==> src/logic/sba_pkg.sv <==
// shared constants and types for the software serial bus access block
`default_nettype none
package sba_pkg;
  // register byte offsets in configuration space
  localparam logic [7:0] DATA_OFS   = 8'hB0;
  localparam logic [7:0] INDEX_OFS  = 8'hB1;
  localparam logic [7:0] TARGET_OFS = 8'hB2;
  localparam logic [7:0] CS_OFS     = 8'hB3;
  // control/status field positions
  localparam int CS_MODE_BIT    = 7;
  localparam int CS_RSVD6_BIT   = 6;
  localparam int CS_BUSY_BIT    = 5;
  localparam int CS_EEPROM_LOAD_BUSY_FLAG_BIT = 4;
  localparam int CS_PRESENT_BIT = 3;
  localparam int CS_RSVD2_BIT   = 2;
  localparam int CS_CYCERR_BIT  = 1;
  localparam int CS_ROMERR_BIT  = 0;
  // reset values
  localparam logic [7:0] DATA_RST   = 8'h00;
  localparam logic [7:0] INDEX_RST  = 8'h00;
  localparam logic [7:0] TARGET_RST = 8'hA0;
  localparam logic [7:0] CS_RST     = 8'h00;
  // serial clock timing: a quarter of a 100 kHz bit, least time so rounded up
  localparam int CLK_PERIOD_NS  = 8;
  localparam int SCL_QUARTER_NS = 2500;
  localparam int QTR_CYC        = (SCL_QUARTER_NS + CLK_PERIOD_NS - 1) / CLK_PERIOD_NS;
  localparam logic [8:0] QTR_LAST = 9'(QTR_CYC - 1);

  typedef enum logic [1:0] {
    SBA_CMD_START = 2'h0,
    SBA_CMD_STOP  = 2'h1,
    SBA_CMD_WRITE = 2'h2,
    SBA_CMD_READ  = 2'h3
  } sba_cmd_type;

  typedef struct packed {
    logic       wr;
    logic       rd;
    logic [7:0] addr;
    logic [7:0] wdata;
  } sba_cfg_req_type;

  typedef enum logic [7:0] {
    SBA_IDLE   = 8'h01,
    SBA_START  = 8'h02,
    SBA_ADDR   = 8'h04,
    SBA_INDEX  = 8'h08,
    SBA_RSTART = 8'h10,
    SBA_ADDR_R = 8'h20,
    SBA_XFER   = 8'h40,
    SBA_STOP   = 8'h80
  } sba_main_state_type;

  typedef struct packed {
    sba_main_state_type st;
    logic [7:0]         data;
    logic [7:0]         index;
    logic [7:0]         target;
    logic               mode;
    logic               present;
    logic               strap_done;
    logic               cyc_err;
    logic               rom_err;
    logic               busy;
    logic               rom_busy;
    logic               cmd_valid;
    sba_cmd_type        cmd;
    logic [7:0]         tx;
    logic [7:0]         rdata;
  } sba_main_type;

  localparam sba_main_type MAIN_RST = '{
    st: SBA_IDLE, data: DATA_RST, index: INDEX_RST, target: TARGET_RST,
    mode: CS_RST[CS_MODE_BIT], present: CS_RST[CS_PRESENT_BIT], strap_done: 1'b0,
    cyc_err: CS_RST[CS_CYCERR_BIT], rom_err: CS_RST[CS_ROMERR_BIT],
    busy: CS_RST[CS_BUSY_BIT], rom_busy: CS_RST[CS_EEPROM_LOAD_BUSY_FLAG_BIT], cmd_valid: 1'b0,
    cmd: SBA_CMD_START, tx: 8'h00, rdata: 8'h00};

  typedef enum logic [1:0] {
    SBA_ENG_IDLE = 2'b01,
    SBA_ENG_RUN  = 2'b10
  } sba_eng_state_type;

  typedef struct packed {
    sba_eng_state_type st;
    logic [8:0]        div;
    logic [1:0]        qtr;
    logic [3:0]        bits;
    sba_cmd_type       cmd;
    logic [8:0]        shift;
    logic [7:0]        rx;
    logic              nack;
    logic              done;
    logic              scl;
    logic              sda;
    logic              lvl;
  } sba_eng_type;

  localparam sba_eng_type ENG_RST = '{
    st: SBA_ENG_IDLE, div: 9'h000, qtr: 2'h0, bits: 4'h0, cmd: SBA_CMD_START,
    shift: 9'h1FF, rx: 8'h00, nack: 1'b0, done: 1'b0, scl: 1'b1, sda: 1'b1, lvl: 1'b0};
endpackage
`default_nettype wire

==> src/logic/sba_top.sv <==
// software-driven two-wire bus master with its four configuration registers
// Behaviour
// - read byte lands in data register
// - index byte addresses inside the target
// - target address write launches one cycle
// - target address resets to A0h
// - bits 7:1 give the target address
// - bit 0 selects write or read
// - control bit 7 omits the index byte
// - control bit 6 reads zero
// - busy bit 5 tracks a cycle
// - bit 4 tracks the EEPROM download
// - reset clears data, index and control
// - bit 1 flags a failed cycle
// - bit 0 flags an EEPROM load error
// - bit 3 flags EEPROM present, enables bus
`default_nettype none
`timescale 1ns/100ps
module sba_top (
  input  wire logic                     CLK,
  input  wire logic                     RESET,
  input  wire sba_pkg::sba_cfg_req_type CFG_REQ,
  output logic [7:0]                    CFG_RDATA,
  input  wire logic                     EEPROM_STRAP,
  input  wire logic                     ROM_LOAD_BUSY,
  input  wire logic                     ROM_LOAD_ERR,
  input  wire logic                     SCL_IN,
  output logic                          SCL_OUT,
  output logic                          SCL_OE_N,
  input  wire logic                     SDA_IN,
  output logic                          SDA_OUT,
  output logic                          SDA_OE_N
);
  sba_pkg::sba_main_type r_reg;
  sba_pkg::sba_main_type r_next;
  logic                  eng_done;
  logic [7:0]            eng_rx;
  logic                  eng_nack;
  logic                  launch;
  logic                  fail;

  sba_bit_engine u_eng (
    .clk      (CLK),
    .reset    (RESET),
    .cmd_valid(r_reg.cmd_valid),
    .cmd      (r_reg.cmd),
    .tx_byte  (r_reg.tx),
    .done     (eng_done),
    .rx_byte  (eng_rx),
    .nack     (eng_nack),
    .scl_in   (SCL_IN),
    .sda_in   (SDA_IN),
    .scl_oe_n (SCL_OE_N),
    .sda_oe_n (SDA_OE_N),
    .pin_lvl  (SDA_OUT)
  );

  // both pins only ever pull low
  assign SCL_OUT = SDA_OUT;

  always_comb begin
    r_next = r_reg;
    r_next.cmd_valid = 1'b0;
    fail = 1'b0;
    r_next.rom_busy = ROM_LOAD_BUSY;
    // strap caught once after reset release
    if (!r_reg.strap_done) begin
      r_next.strap_done = 1'b1;
      r_next.present = EEPROM_STRAP;
    end
    if (CFG_REQ.rd) begin
      case (CFG_REQ.addr)
        sba_pkg::DATA_OFS:   r_next.rdata = r_reg.data;
        sba_pkg::INDEX_OFS:  r_next.rdata = r_reg.index;
        sba_pkg::TARGET_OFS: r_next.rdata = r_reg.target;
        sba_pkg::CS_OFS:     r_next.rdata = {r_reg.mode, 1'b0, r_reg.busy, r_reg.rom_busy,
                                             r_reg.present, 1'b0, r_reg.cyc_err, r_reg.rom_err};
        default:             r_next.rdata = 8'h00;
      endcase
    end
    // launch only from idle, never during download
    launch = CFG_REQ.wr && CFG_REQ.addr == sba_pkg::TARGET_OFS && !r_reg.busy && !r_reg.rom_busy;
    if (CFG_REQ.wr) begin
      case (CFG_REQ.addr)
        // index held for the next cycle
        sba_pkg::DATA_OFS:  r_next.data = CFG_REQ.wdata;
        sba_pkg::INDEX_OFS: r_next.index = CFG_REQ.wdata;
        sba_pkg::TARGET_OFS: begin
          if (!r_reg.busy) begin
            r_next.target = CFG_REQ.wdata;
          end
        end
        sba_pkg::CS_OFS: begin
          r_next.mode = CFG_REQ.wdata[sba_pkg::CS_MODE_BIT];
          r_next.present = CFG_REQ.wdata[sba_pkg::CS_PRESENT_BIT];
          if (CFG_REQ.wdata[sba_pkg::CS_CYCERR_BIT]) begin
            r_next.cyc_err = 1'b0;
          end
          if (CFG_REQ.wdata[sba_pkg::CS_ROMERR_BIT]) begin
            r_next.rom_err = 1'b0;
          end
        end
        default: r_next.data = r_reg.data;
      endcase
    end
    // load error sticks, set beats clear
    if (ROM_LOAD_ERR) begin
      r_next.rom_err = 1'b1;
    end
    if (launch) begin
      if (r_reg.present) begin
        r_next.busy = 1'b1;
        r_next.st = sba_pkg::SBA_START;
        r_next.cmd_valid = 1'b1;
        r_next.cmd = sba_pkg::SBA_CMD_START;
      end else begin
        // without an enabled interface the cycle fails at once
        r_next.cyc_err = 1'b1;
      end
    end
    case (r_reg.st)
      sba_pkg::SBA_IDLE: r_next.st = r_next.st;
      sba_pkg::SBA_START: begin
        if (eng_done) begin
          r_next.st = sba_pkg::SBA_ADDR;
          r_next.cmd_valid = 1'b1;
          r_next.cmd = sba_pkg::SBA_CMD_WRITE;
          // direction bit sent when no index precedes
          r_next.tx = {r_reg.target[7:1], r_reg.mode ? r_reg.target[0] : 1'b0};
        end
      end
      sba_pkg::SBA_ADDR: begin
        if (eng_done) begin
          r_next.cmd_valid = 1'b1;
          if (eng_nack) begin
            fail = 1'b1;
          // index byte only in mode 0
          end else if (!r_reg.mode) begin
            r_next.st = sba_pkg::SBA_INDEX;
            r_next.cmd = sba_pkg::SBA_CMD_WRITE;
            r_next.tx = r_reg.index;
          end else begin
            r_next.st = sba_pkg::SBA_XFER;
            r_next.cmd = r_reg.target[0] ? sba_pkg::SBA_CMD_READ : sba_pkg::SBA_CMD_WRITE;
            r_next.tx = r_reg.data;
          end
        end
      end
      sba_pkg::SBA_INDEX: begin
        if (eng_done) begin
          r_next.cmd_valid = 1'b1;
          if (eng_nack) begin
            fail = 1'b1;
          end else if (r_reg.target[0]) begin
            r_next.st = sba_pkg::SBA_RSTART;
            r_next.cmd = sba_pkg::SBA_CMD_START;
          end else begin
            // data register already holds the byte
            r_next.st = sba_pkg::SBA_XFER;
            r_next.cmd = sba_pkg::SBA_CMD_WRITE;
            r_next.tx = r_reg.data;
          end
        end
      end
      sba_pkg::SBA_RSTART: begin
        if (eng_done) begin
          r_next.st = sba_pkg::SBA_ADDR_R;
          r_next.cmd_valid = 1'b1;
          r_next.cmd = sba_pkg::SBA_CMD_WRITE;
          r_next.tx = {r_reg.target[7:1], 1'b1};
        end
      end
      sba_pkg::SBA_ADDR_R: begin
        if (eng_done) begin
          r_next.cmd_valid = 1'b1;
          if (eng_nack) begin
            fail = 1'b1;
          end else begin
            r_next.st = sba_pkg::SBA_XFER;
            r_next.cmd = sba_pkg::SBA_CMD_READ;
          end
        end
      end
      sba_pkg::SBA_XFER: begin
        if (eng_done) begin
          r_next.st = sba_pkg::SBA_STOP;
          r_next.cmd_valid = 1'b1;
          r_next.cmd = sba_pkg::SBA_CMD_STOP;
          if (r_reg.target[0]) begin
            // received byte stored before busy drops
            r_next.data = eng_rx;
          end else if (eng_nack) begin
            r_next.cyc_err = 1'b1;
          end
        end
      end
      sba_pkg::SBA_STOP: begin
        if (eng_done) begin
          r_next.st = sba_pkg::SBA_IDLE;
          r_next.busy = 1'b0;
        end
      end
      default: r_next.st = sba_pkg::SBA_IDLE;
    endcase
    // missing acknowledge ends with stop and error
    if (fail) begin
      r_next.cyc_err = 1'b1;
      r_next.st = sba_pkg::SBA_STOP;
      r_next.cmd = sba_pkg::SBA_CMD_STOP;
    end
  end

  always_ff @(posedge CLK) begin
    if (RESET) begin
      r_reg <= sba_pkg::MAIN_RST;
    end else begin
      r_reg <= r_next;
    end
  end

  assign CFG_RDATA = r_reg.rdata;

  reset_target_a: assert property (@(posedge CLK) disable iff (RESET)
    $fell(RESET) |-> r_reg.target == sba_pkg::TARGET_RST && r_reg.data == sba_pkg::DATA_RST
    && !r_reg.busy)
    else $error("target address not at default after reset");
  launch_busy_a: assert property (@(posedge CLK) disable iff (RESET)
    (CFG_REQ.wr && CFG_REQ.addr == sba_pkg::TARGET_OFS && !r_reg.busy && !r_reg.rom_busy
    && r_reg.present)
    |=> r_reg.busy && r_reg.st == sba_pkg::SBA_START && r_reg.cmd_valid)
    else $error("launch did not start a cycle");
  rsvd_read_a: assert property (@(posedge CLK) disable iff (RESET)
    (CFG_REQ.rd && CFG_REQ.addr == sba_pkg::CS_OFS) |=> !CFG_RDATA[6] && !CFG_RDATA[2]
    && CFG_RDATA[5] == $past(r_reg.busy))
    else $error("control read shows wrong reserved or busy bits");
  nack_error_a: assert property (@(posedge CLK) disable iff (RESET)
    (eng_done && eng_nack && r_reg.st == sba_pkg::SBA_ADDR) |=> r_reg.cyc_err
    && r_reg.st == sba_pkg::SBA_STOP)
    else $error("address nack did not flag an error");
  err_clear_a: assert property (@(posedge CLK) disable iff (RESET)
    (CFG_REQ.wr && CFG_REQ.addr == sba_pkg::CS_OFS && CFG_REQ.wdata[sba_pkg::CS_CYCERR_BIT]
    && !fail && !launch
    && !(eng_done && r_reg.st == sba_pkg::SBA_XFER)) |=> !r_reg.cyc_err)
    else $error("cycle error not cleared by write of one");
  rom_err_a: assert property (@(posedge CLK) disable iff (RESET)
    ROM_LOAD_ERR |=> r_reg.rom_err)
    else $error("load error lost");
  read_data_a: assert property (@(posedge CLK) disable iff (RESET)
    (eng_done && r_reg.st == sba_pkg::SBA_XFER && r_reg.target[0])
    |=> r_reg.data == $past(eng_rx) && r_reg.busy)
    else $error("read byte not stored");
  index_skip_a: assert property (@(posedge CLK) disable iff (RESET)
    (eng_done && !eng_nack && r_reg.st == sba_pkg::SBA_ADDR)
    |=> r_reg.st == ($past(r_reg.mode) ? sba_pkg::SBA_XFER : sba_pkg::SBA_INDEX))
    else $error("index byte sent against address mode");
  addr_byte_a: assert property (@(posedge CLK) disable iff (RESET)
    (r_reg.st == sba_pkg::SBA_ADDR && r_reg.cmd_valid)
    |-> r_reg.tx == {r_reg.target[7:1], $past(r_reg.mode) & r_reg.target[0]})
    else $error("address byte wrong");
  busy_end_a: assert property (@(posedge CLK) disable iff (RESET)
    (eng_done && r_reg.st == sba_pkg::SBA_STOP)
    |=> !r_reg.busy ##1 (!r_reg.busy || $past(launch)))
    else $error("busy not cleared after stop");
endmodule // sba_top
`default_nettype wire

==> src/logic/sba_bit_engine.sv <==
// two-wire bit engine: start, stop, byte write and byte read
`default_nettype none
`timescale 1ns/100ps
module sba_bit_engine (
  input  wire logic              clk,
  input  wire logic              reset,
  input  wire logic              cmd_valid,
  input  wire sba_pkg::sba_cmd_type cmd,
  input  wire logic [7:0]        tx_byte,
  output logic                   done,
  output logic [7:0]             rx_byte,
  output logic                   nack,
  input  wire logic              scl_in,
  input  wire logic              sda_in,
  output logic                   scl_oe_n,
  output logic                   sda_oe_n,
  output logic                   pin_lvl
);
  sba_pkg::sba_eng_type r_reg;
  sba_pkg::sba_eng_type r_next;

  always_comb begin
    r_next = r_reg;
    r_next.done = 1'b0;
    case (r_reg.st)
      sba_pkg::SBA_ENG_IDLE: begin
        r_next.div = 9'h000;
        r_next.qtr = 2'h0;
        if (cmd_valid) begin
          r_next.st = sba_pkg::SBA_ENG_RUN;
          r_next.cmd = cmd;
          r_next.bits = 4'h0;
          // reads release data for all bits and answer with a not-acknowledge
          r_next.shift = (cmd == sba_pkg::SBA_CMD_WRITE) ? {tx_byte, 1'b1} : 9'h1FF;
        end
      end
      sba_pkg::SBA_ENG_RUN: begin
        // a target holding the clock low stretches the high phase
        if (r_reg.qtr == 2'h2 && !scl_in) begin
          r_next.div = 9'h000;
        end else if (r_reg.div != sba_pkg::QTR_LAST) begin
          r_next.div = r_reg.div + 9'h001;
        end else begin
          r_next.div = 9'h000;
          r_next.qtr = r_reg.qtr + 2'h1;
          case (r_reg.cmd)
            sba_pkg::SBA_CMD_START: begin
              case (r_reg.qtr)
                2'h0: r_next.sda = 1'b1;
                2'h1: r_next.scl = 1'b1;
                2'h2: r_next.sda = 1'b0;
                default: begin
                  r_next.scl = 1'b0;
                  r_next.st = sba_pkg::SBA_ENG_IDLE;
                  r_next.done = 1'b1;
                end
              endcase
            end
            sba_pkg::SBA_CMD_STOP: begin
              case (r_reg.qtr)
                2'h0: r_next.sda = 1'b0;
                2'h1: r_next.scl = 1'b1;
                2'h2: r_next.sda = 1'b1;
                default: begin
                  r_next.st = sba_pkg::SBA_ENG_IDLE;
                  r_next.done = 1'b1;
                end
              endcase
            end
            default: begin
              case (r_reg.qtr)
                2'h0: r_next.sda = r_reg.shift[8];
                2'h1: r_next.scl = 1'b1;
                2'h2: begin
                  if (r_reg.bits == 4'h8) begin
                    r_next.nack = sda_in;
                  end else begin
                    r_next.rx = {r_reg.rx[6:0], sda_in};
                  end
                end
                default: begin
                  r_next.scl = 1'b0;
                  r_next.shift = {r_reg.shift[7:0], 1'b1};
                  r_next.bits = r_reg.bits + 4'h1;
                  if (r_reg.bits == 4'h8) begin
                    r_next.sda = 1'b1;
                    r_next.st = sba_pkg::SBA_ENG_IDLE;
                    r_next.done = 1'b1;
                  end
                end
              endcase
            end
          endcase
        end
      end
      default: r_next = sba_pkg::ENG_RST;
    endcase
  end

  always_ff @(posedge clk) begin
    if (reset) begin
      r_reg <= sba_pkg::ENG_RST;
    end else begin
      r_reg <= r_next;
    end
  end

  assign done     = r_reg.done;
  assign rx_byte  = r_reg.rx;
  assign nack     = r_reg.nack;
  assign scl_oe_n = r_reg.scl;
  assign sda_oe_n = r_reg.sda;
  assign pin_lvl  = r_reg.lvl;
endmodule // sba_bit_engine
`default_nettype wire

==> config.mk <==
export PLATFORM = sky130hd
export DESIGN_NAME = sba_top
export DESIGN_NICKNAME = d
export VERILOG_FILES = /design/src/logic/sba_pkg.sv /design/src/logic/sba_top.sv /design/src/logic/sba_bit_engine.sv
export SDC_FILE = /design/constraint.sdc
export NUM_CORES = 1
export LEC_CHECK = 0
export BUFFER_PORTS_ARGS = -buffer_cell sky130_fd_sc_hd__buf_4
export CAP_MARGIN = 20
export CORE_MARGIN = 2
export CORE_UTILIZATION = 30
export DETAILED_ROUTE_END_ITERATION = 12
export HOLD_SLACK_MARGIN = 0.02
export PLACE_DENSITY = 0.5
export SYNTH_ARGS = -nofsm -noshare
export SYNTH_HDL_FRONTEND = slang
export SYNTH_HIERARCHICAL = 1
export SYNTH_SLANG_ARGS = --single-unit
==> constraint.sdc <==
create_clock -name CLK -period 2.6 [get_ports CLK]
set_input_delay 0.39 -clock CLK [delete_from_list [all_inputs] [get_ports CLK]]
set_output_delay 0.39 -clock CLK [all_outputs]
set_load 0.01 [all_outputs]
==> results of run 1 <==
==> cell families after synthesis <==
logic type | Yosys count | share of synthesized area
buffers and inverters | 73 | 0.0720
DFF | 98 | 0.373
muxes | 38 | 0.0865
AOI/OAI and AO/OA | 138 | 0.188
adders and majority gates | 11 | 0.0261
and+or+nand+nor | 227 | 0.234
xor gates and xnor gates | 12 | 0.0200
other | 1 | 0.000712
==> worst max-delay path: stages (launching register included) <==
cell	delay, ns
dfxtp_1	0.44
inv_1	0.09
ha_1	0.26
and2b_1	0.26
nor4b_4	0.31
a31o_2	0.48
o32ai_1	0.18
a21o_1	0.20
==> how the worst max path moves through the flow <==
stage	start	endpoint	slack, ns	depth (start not counted)
3_3_place_gp	u_eng/r_reg[28]	u_eng/r_reg[26]	0.40	7
6_report	u_eng/r_reg[28]	u_eng/r_reg[26]	0.28	7
3_5_place_dp	u_eng/r_reg[28]	u_eng/r_reg[26]	0.30	7
2_1_floorplan	u_eng/r_reg[28]	u_eng/r_reg[21]	0.59	8
5_1_grt	u_eng/r_reg[28]	u_eng/r_reg[26]	0.14	7
4_1_cts	u_eng/r_reg[28]	u_eng/r_reg[26]	0.29	7
==> stage by stage <==
stage | utilization | power [W]
after CTS | 0.339 | 0.00367
after global routing | 0.339 | 0.00382
after detailed placement | 0.324 | 0.00242
final | 0.339 | 0.00363
after global placement | 0.324 | 0.00240
after floorplan | - | 0.00223
==> where the power goes <==
group	switching [W]	internal (W)
registers	0.0000445	0.00157
logic	0.000510	0.000267
clock network	0.000595	0.000647
==> cell type report <==
type	count	share of cell area
clock inverter	4	0.00493
timing repair buffer	46	0.0591
clock buffer	11	0.0398
sequential	98	0.336
tap	225	0.0482
multi-input combinational	427	0.501
inverter	18	0.0116
==> layout by cell type (no fill, tap or decap), types with 9 or more instances in the layout <==
cell and count:
a211oi_1 12, a21oi_1 33, buf_4 46, clkbuf_16 9, dfxtp_1 98, ha_1 11
inv_1 18, mux2i_1 32, nand2_1 38, nand2b_1 10, nand3_1 23, nand4_1 9
nor2_1 68, nor2b_1 20, nor3_1 14, o211ai_1 10, o21ai_0 20
==> per-layer routing <==
layer	wire length (um)	GRT usage
met1	6860	0.215
met2	6120	0.235
met5	0	0
met3	551	0.0354
met4	230	0.0527
==> parameters.txt, run 1 <==
Parameter                              Value

Place
  Port bufs ... 34
  Placement-stage worst setup slack ... a little under 0.3 ns
  Dpl cells ... between 800 and 900
  Final weighted congestion in routability-driven placement ... around 0.85
  DP HPWL ... slightly below 10,000 um
  Post-DP Area ... about 5600 sq um

Floorplanning
  Number of placement rows ... 48
  Vert. Die Dim ... around 140 um
  Floorplan Core Area ... roughly 17,000 sq um
  I/O pins ... 37
  Die area ... 18,600 sq um
  Die W ... approximately 140 um
  Starting utilization of the core area ... 0.305

Critical path
  Largest fanout on the critical path ... 23
  Setup slack on the worst flop-to-flop path ... around 0.28 ns
  Arr. time, crit path ... around 2.6 ns
  Capturing point of the worst reg2reg path ... u_eng/r_reg[26]
  CP Class ... flop to flop
  Data required time at the worst endpoint ... around 2.9 ns
  Type of element launching the critical path ... flop
  Worst reg2reg path startpoint ... u_eng/r_reg[28]
  Depth of the worst register-to-register path ... 7
  Kind of end point of the critical path ... flop

STA
  Post-route setup TNS ... 0 ns
  Final-report hold violation count ... 0
  RSZ-0062 raised after global routing ... false
  Maximum frequency from static timing analysis ... 0.432 GHz
  Worst hold slack ... 0.253 ns
  Fin Clk Skew ... between 0.009 and 0.01 ns
  Post-route clock period utilization ... 0.891
  Worst max-slew margin expressed relative to the limit ... 0.497
  Pins Over Slew Limit ... 0
  Setup-violating endpoint count in the final report ... 0
  Minimum setup slack in the final design ... around 0.28 ns
  Worst slew pin tran ... approximately 0.74 ns
  Minimum clock period ... ~2.3 ns

Clock network
  Cell at the root of the clock tree ... clkbuf_16
  Sinks on Clock Net ... 98
  Maximum clock insertion buffer count ... 2
  TritonCTS clock tree ... yes
  CTS clock-pin slew for the worst setup and hold paths ... approximately 0.07 ns
  H-tree level count ... 3
  Post-CTS setup repair buffer count ... 0
  CTS Buf Count ... 9
  Hold Buf Count CTS ... 0
  Source-to-sink clock delay at the later pin of the worst-skew pair ... 0.35 ns
  Count of instances resized after the clock tree is built ... 0

Power and ir drop
  Pwr per Cell Area ... ~620 nW/um^2
  Leak Pwr ... between 2 and 2.5 nW
  Maximum vdd ir drop ... around 0.00043 V

GRT
  Overall global routing resource usage ... 0.155
  Remaining global-route overflow ... 0
  Pin count of the biggest net entering global routing ... 55
  Antenna violations before repair ... 0
  Number of global-route vias before repair ... around 4,200
  Wire length of the first global-routing pass ... around 22,000 um

Hold path
  Hold/Removal Path Class ... input port to flop
  Launch point of the worst hold path ... ROM_LOAD_BUSY
  Hold Path End ... r_reg[19]
  Hold depth ... 2

Synthesis
  Cell type with the largest total area after synthesis ... dfxtp_1
  Top FF cell, synth ... dfxtp_1
  Synthesized instance count ... 598
  Synth area leaders ... dfxtp_1, mux2i_1, nor2_1
  Fraction of post-synthesis cell area in the top cell type by area ... 0.373
  Post-synth top cells ... dfxtp_1, nor2_1, nand2_1
  Post-Syn Nets ... about 630
  Post-synthesis cell type count ... 73
  Synth Cell Area ... 5270 sq um
  Post-synth EDFFs ... 0
  Most used standard cell by instance count after synthesis ... dfxtp_1
  Average footprint of a synthesized cell ... around 8.8 sq um
  Register bit count reported by yosys ... around 100
  Synth warnings ... 6
  FFs w/ async S/R, synth ... 0
  Post-synthesis sequential area ratio ... 0.373

Finish
  Final non-filler cell total ... 829
  Number of filler cells placed in the layout ... 1,780
  Register area ... 1960 sq um
  Area used by multi-input combinational logic ... roughly 2900 sq um
  Antenna diode count ... 0
  Post-layout net count ... 636
  Post-route cell area ... 5840 sq um
  Max reg flops ... 50
  P&R area growth vs syn ... 11.0%
  Share of cells above drive strength 1 ... 0.139

Outcome
  Result of the run ... completed

Route
  Routed len/inst ... ~17 um
  Number of vias per cell after detailed routing ... ~5.3
  Total via count after detailed routing ... roughly 4,400
  Count of antenna-violating nets left after detailed routing ... 0
  Final routed DRC violation total ... 0
  Total wirelength of the detailed-routed design ... 13,800 um
  Detailed Route Iter0 Violations ... roughly 350
  Pre-antenna DRT Iters ... 5

Run
  Number of maximum-capacitance constraint violations ... 0
Note: power is estimated with default switching activity, not from simulation.
==> inputs of run 2 (changes only) <==
Settings changed: CTS_BUF_LIST from default to sky130_fd_sc_hd__clkbuf_2.
==> run 2 against run 1 <==
Compared with the run above:
- design area shrank 1.1%
- cell count up 1.8%
- clock-buffer cell count stayed put
- clock power decreased by 46%
- routed wire length rose by 0.25%
- critical path type unchanged
- via count grew 2.0%
- register-to-register slack about the same
- sequential share of layout area rose by 0.38 points
- sequential power about the same
- total power down 15%
==> parameters.txt, run 2 (synthesis results as in run 1) <==
Parameter                              Value

Critical path
  Setup slack on the worst flop-to-flop path ... 0.30 ns (about the same)
  Worst reg2reg path startpoint ... u_eng/r_reg[28]
  Arr. time, crit path ... 2.88 ns (+0.31 ns)
  Data required time at the worst endpoint ... 3.17 ns (+0.32 ns)
  Type of element launching the critical path ... flop
  CP Class ... flop to flop
  Largest fanout on the critical path ... 23 (unchanged)
  Capturing point of the worst reg2reg path ... u_eng/r_reg[26]
  Depth of the worst register-to-register path ... 7 (unchanged)
  Kind of end point of the critical path ... flop

Route
  Total wirelength of the detailed-routed design ... 13,800 um (+0.25%)
  Number of vias per cell after detailed routing ... 5.32 (+0.14%)
  Routed len/inst ... 16.4 um (-1.5%)
  Count of antenna-violating nets left after detailed routing ... 0 (unchanged)
  Detailed Route Iter0 Violations ... 344 (-1.1%)
  Total via count after detailed routing ... 4,490 (+2.0%)
  Pre-antenna DRT Iters ... 5 (unchanged)
  Final routed DRC violation total ... 0 (unchanged)

GRT
  Pin count of the biggest net entering global routing ... 55 (unchanged)
  Antenna violations before repair ... 1 (+1)
  Overall global routing resource usage ... 0.155 (-0.000157)
  Remaining global-route overflow ... 0 (unchanged)
  Wire length of the first global-routing pass ... 22,500 um (+0.21%)
  Number of global-route vias before repair ... 4,195 (+0.43%)

Finish
  Share of cells above drive strength 1 ... 0.140 (+0.000992)
  Post-layout net count ... 646 (+1.6%)
  Share of the core filled with cells in the final layout ... 0.335 (-0.00377)
  Max reg flops ... 50 (unchanged)
  Highest-count cells in the layout ignoring fill and taps ... dfxtp_1, nor2_1, buf_4, nand2_1, a21oi_1
  Number of filler cells placed in the layout ... 1,791 (+0.62%)
  Most common cell after layout, fill and taps aside ... dfxtp_1
  P&R area growth vs syn ... 9.72%

STA
  Fin Clk Skew ... 0.0296 ns (+0.0205 ns)
  Minimum clock period ... 2.30 ns (-0.0130 ns)
  Pins Over Slew Limit ... 0 (unchanged)
  Maximum frequency from static timing analysis ... 0.434 GHz (+0.57%)
  Post-route setup TNS ... 0 ns (unchanged)
  Worst slew pin tran ... 0.734 ns (-0.00907 ns)
  Worst max-slew margin expressed relative to the limit ... 0.504 (+0.00613)
  RSZ-0062 raised after global routing ... false
  Setup-violating endpoint count in the final report ... 0 (unchanged)
  Final-report hold violation count ... 0 (unchanged)
  Post-route clock period utilization ... 0.886 (-0.00501)

Clock network
  CTS Buf Count ... 9 (unchanged)
  Post-CTS setup repair buffer count ... 0 (unchanged)
  Source-to-sink clock delay at the later pin of the worst-skew pair ... 0.62 ns (+0.27 ns)
  Sinks on Clock Net ... 98 (unchanged)
  Cell at the root of the clock tree ... clkbuf_2
  Maximum clock insertion buffer count ... 2 (unchanged)
  H-tree level count ... 3 (unchanged)
  TritonCTS clock tree ... yes
  CTS clock-pin slew for the worst setup and hold paths ... 0.28 ns (+0.21 ns)

Power and ir drop
  Leak Pwr ... 2.20 nW (-1.2%)
  Pwr per Cell Area ... 532 nW/um^2 (-14%)
  Maximum vdd ir drop ... 0.000426 V (-1.2%)

Floorplanning
  Floorplan Core Area ... 17,200 sq um (unchanged)
  Die W ... 136 um (unchanged)
  I/O pins ... 37 (unchanged)
  Number of placement rows ... 48 (unchanged)
  Starting utilization of the core area ... 0.305 (unchanged)
  Vert. Die Dim ... 136 um (unchanged)
  Die area ... 18,600 sq um (unchanged)

Outcome
  Result of the run ... completed

Place
  Port bufs ... 34 (unchanged)
  DP HPWL ... 9820 um (unchanged)
  Final weighted congestion in routability-driven placement ... 0.847 (unchanged)

Run
  Number of maximum-capacitance constraint violations ... 0 (unchanged)

Hold path
  Hold/Removal Path Class ... input port to flop
  Hold Path End ... r_reg[20]
  Hold depth ... 2 (unchanged)
  Launch point of the worst hold path ... RESET
-- run 2: repair_timing --
action	in CTS	in global routing
gates resized for setup	0	0
endpoints found under the hold margin	20	0
hold buffers	10	0
-- run 2: layout make-up --
class                      count  area, sq um  area share
sequential                    98         1960       0.340
multi-input combinational    427         2920       0.506
timing repair buffer          56          445      0.0771
antenna                        5         12.5     0.00217
inverter                      18         67.6      0.0117
clock buffer                  11         55.1     0.00953
tap                          225          282      0.0487
clock inverter                 4         28.8     0.00498
-- run 2: how the worst max path moves through the flow --
stage	cells past startpoint	slack, ns	end	from
floorplan	8	0.59	u_eng/r_reg[21]	u_eng/r_reg[28]
finish	7	0.30	u_eng/r_reg[26]	u_eng/r_reg[28]
global route	7	0.15	u_eng/r_reg[26]	u_eng/r_reg[28]
global placement	7	0.40	u_eng/r_reg[26]	u_eng/r_reg[28]
detailed placement	7	0.30	u_eng/r_reg[26]	u_eng/r_reg[28]
CTS	7	0.29	u_eng/r_reg[26]	u_eng/r_reg[28]
-- run 2: power breakdown --
group | switching [W] | internal, W
sequential | 0.0000438 | 0.00157
combinational | 0.000509 | 0.000277
clock | 0.000540 | 0.000130
-- run 2: per-layer routing --
metal | vias up | share of wire | track usage
met1 | 2177 | 0.49 | 0.217
li1 | 2186 | - | -
met2 | 116 | 0.45 | 0.238
met3 | 11 | 0.047 | 0.0309
met4 | 0 | 0.012 | 0.0492
met5 | - | 0 | 0
-- run 2: critical path: stages, from the launching register on --
cell and delay [ns]:
dfxtp_1 0.50, inv_1 0.09, ha_1 0.26, and2b_1 0.26, nor4b_4 0.32, a31o_2 0.48
o32ai_1 0.17, a21o_1 0.20
-- run 2: through the flow --
step	setup slack, ns	total power (W)	instance area, sq um	std cells	hold slack, ns
2_1_floorplan	0.592	0.00223	5270	598	0.430
3_3_place_gp	0.404	0.00240	5580	814	0.444
3_5_place_dp	0.298	0.00242	5580	814	0.463
4_1_cts	0.291	0.00311	5760	839	0.0252
5_1_grt	0.154	0.00326	5780	844	0.0323
6_report	0.298	0.00307	5780	844	0.0633
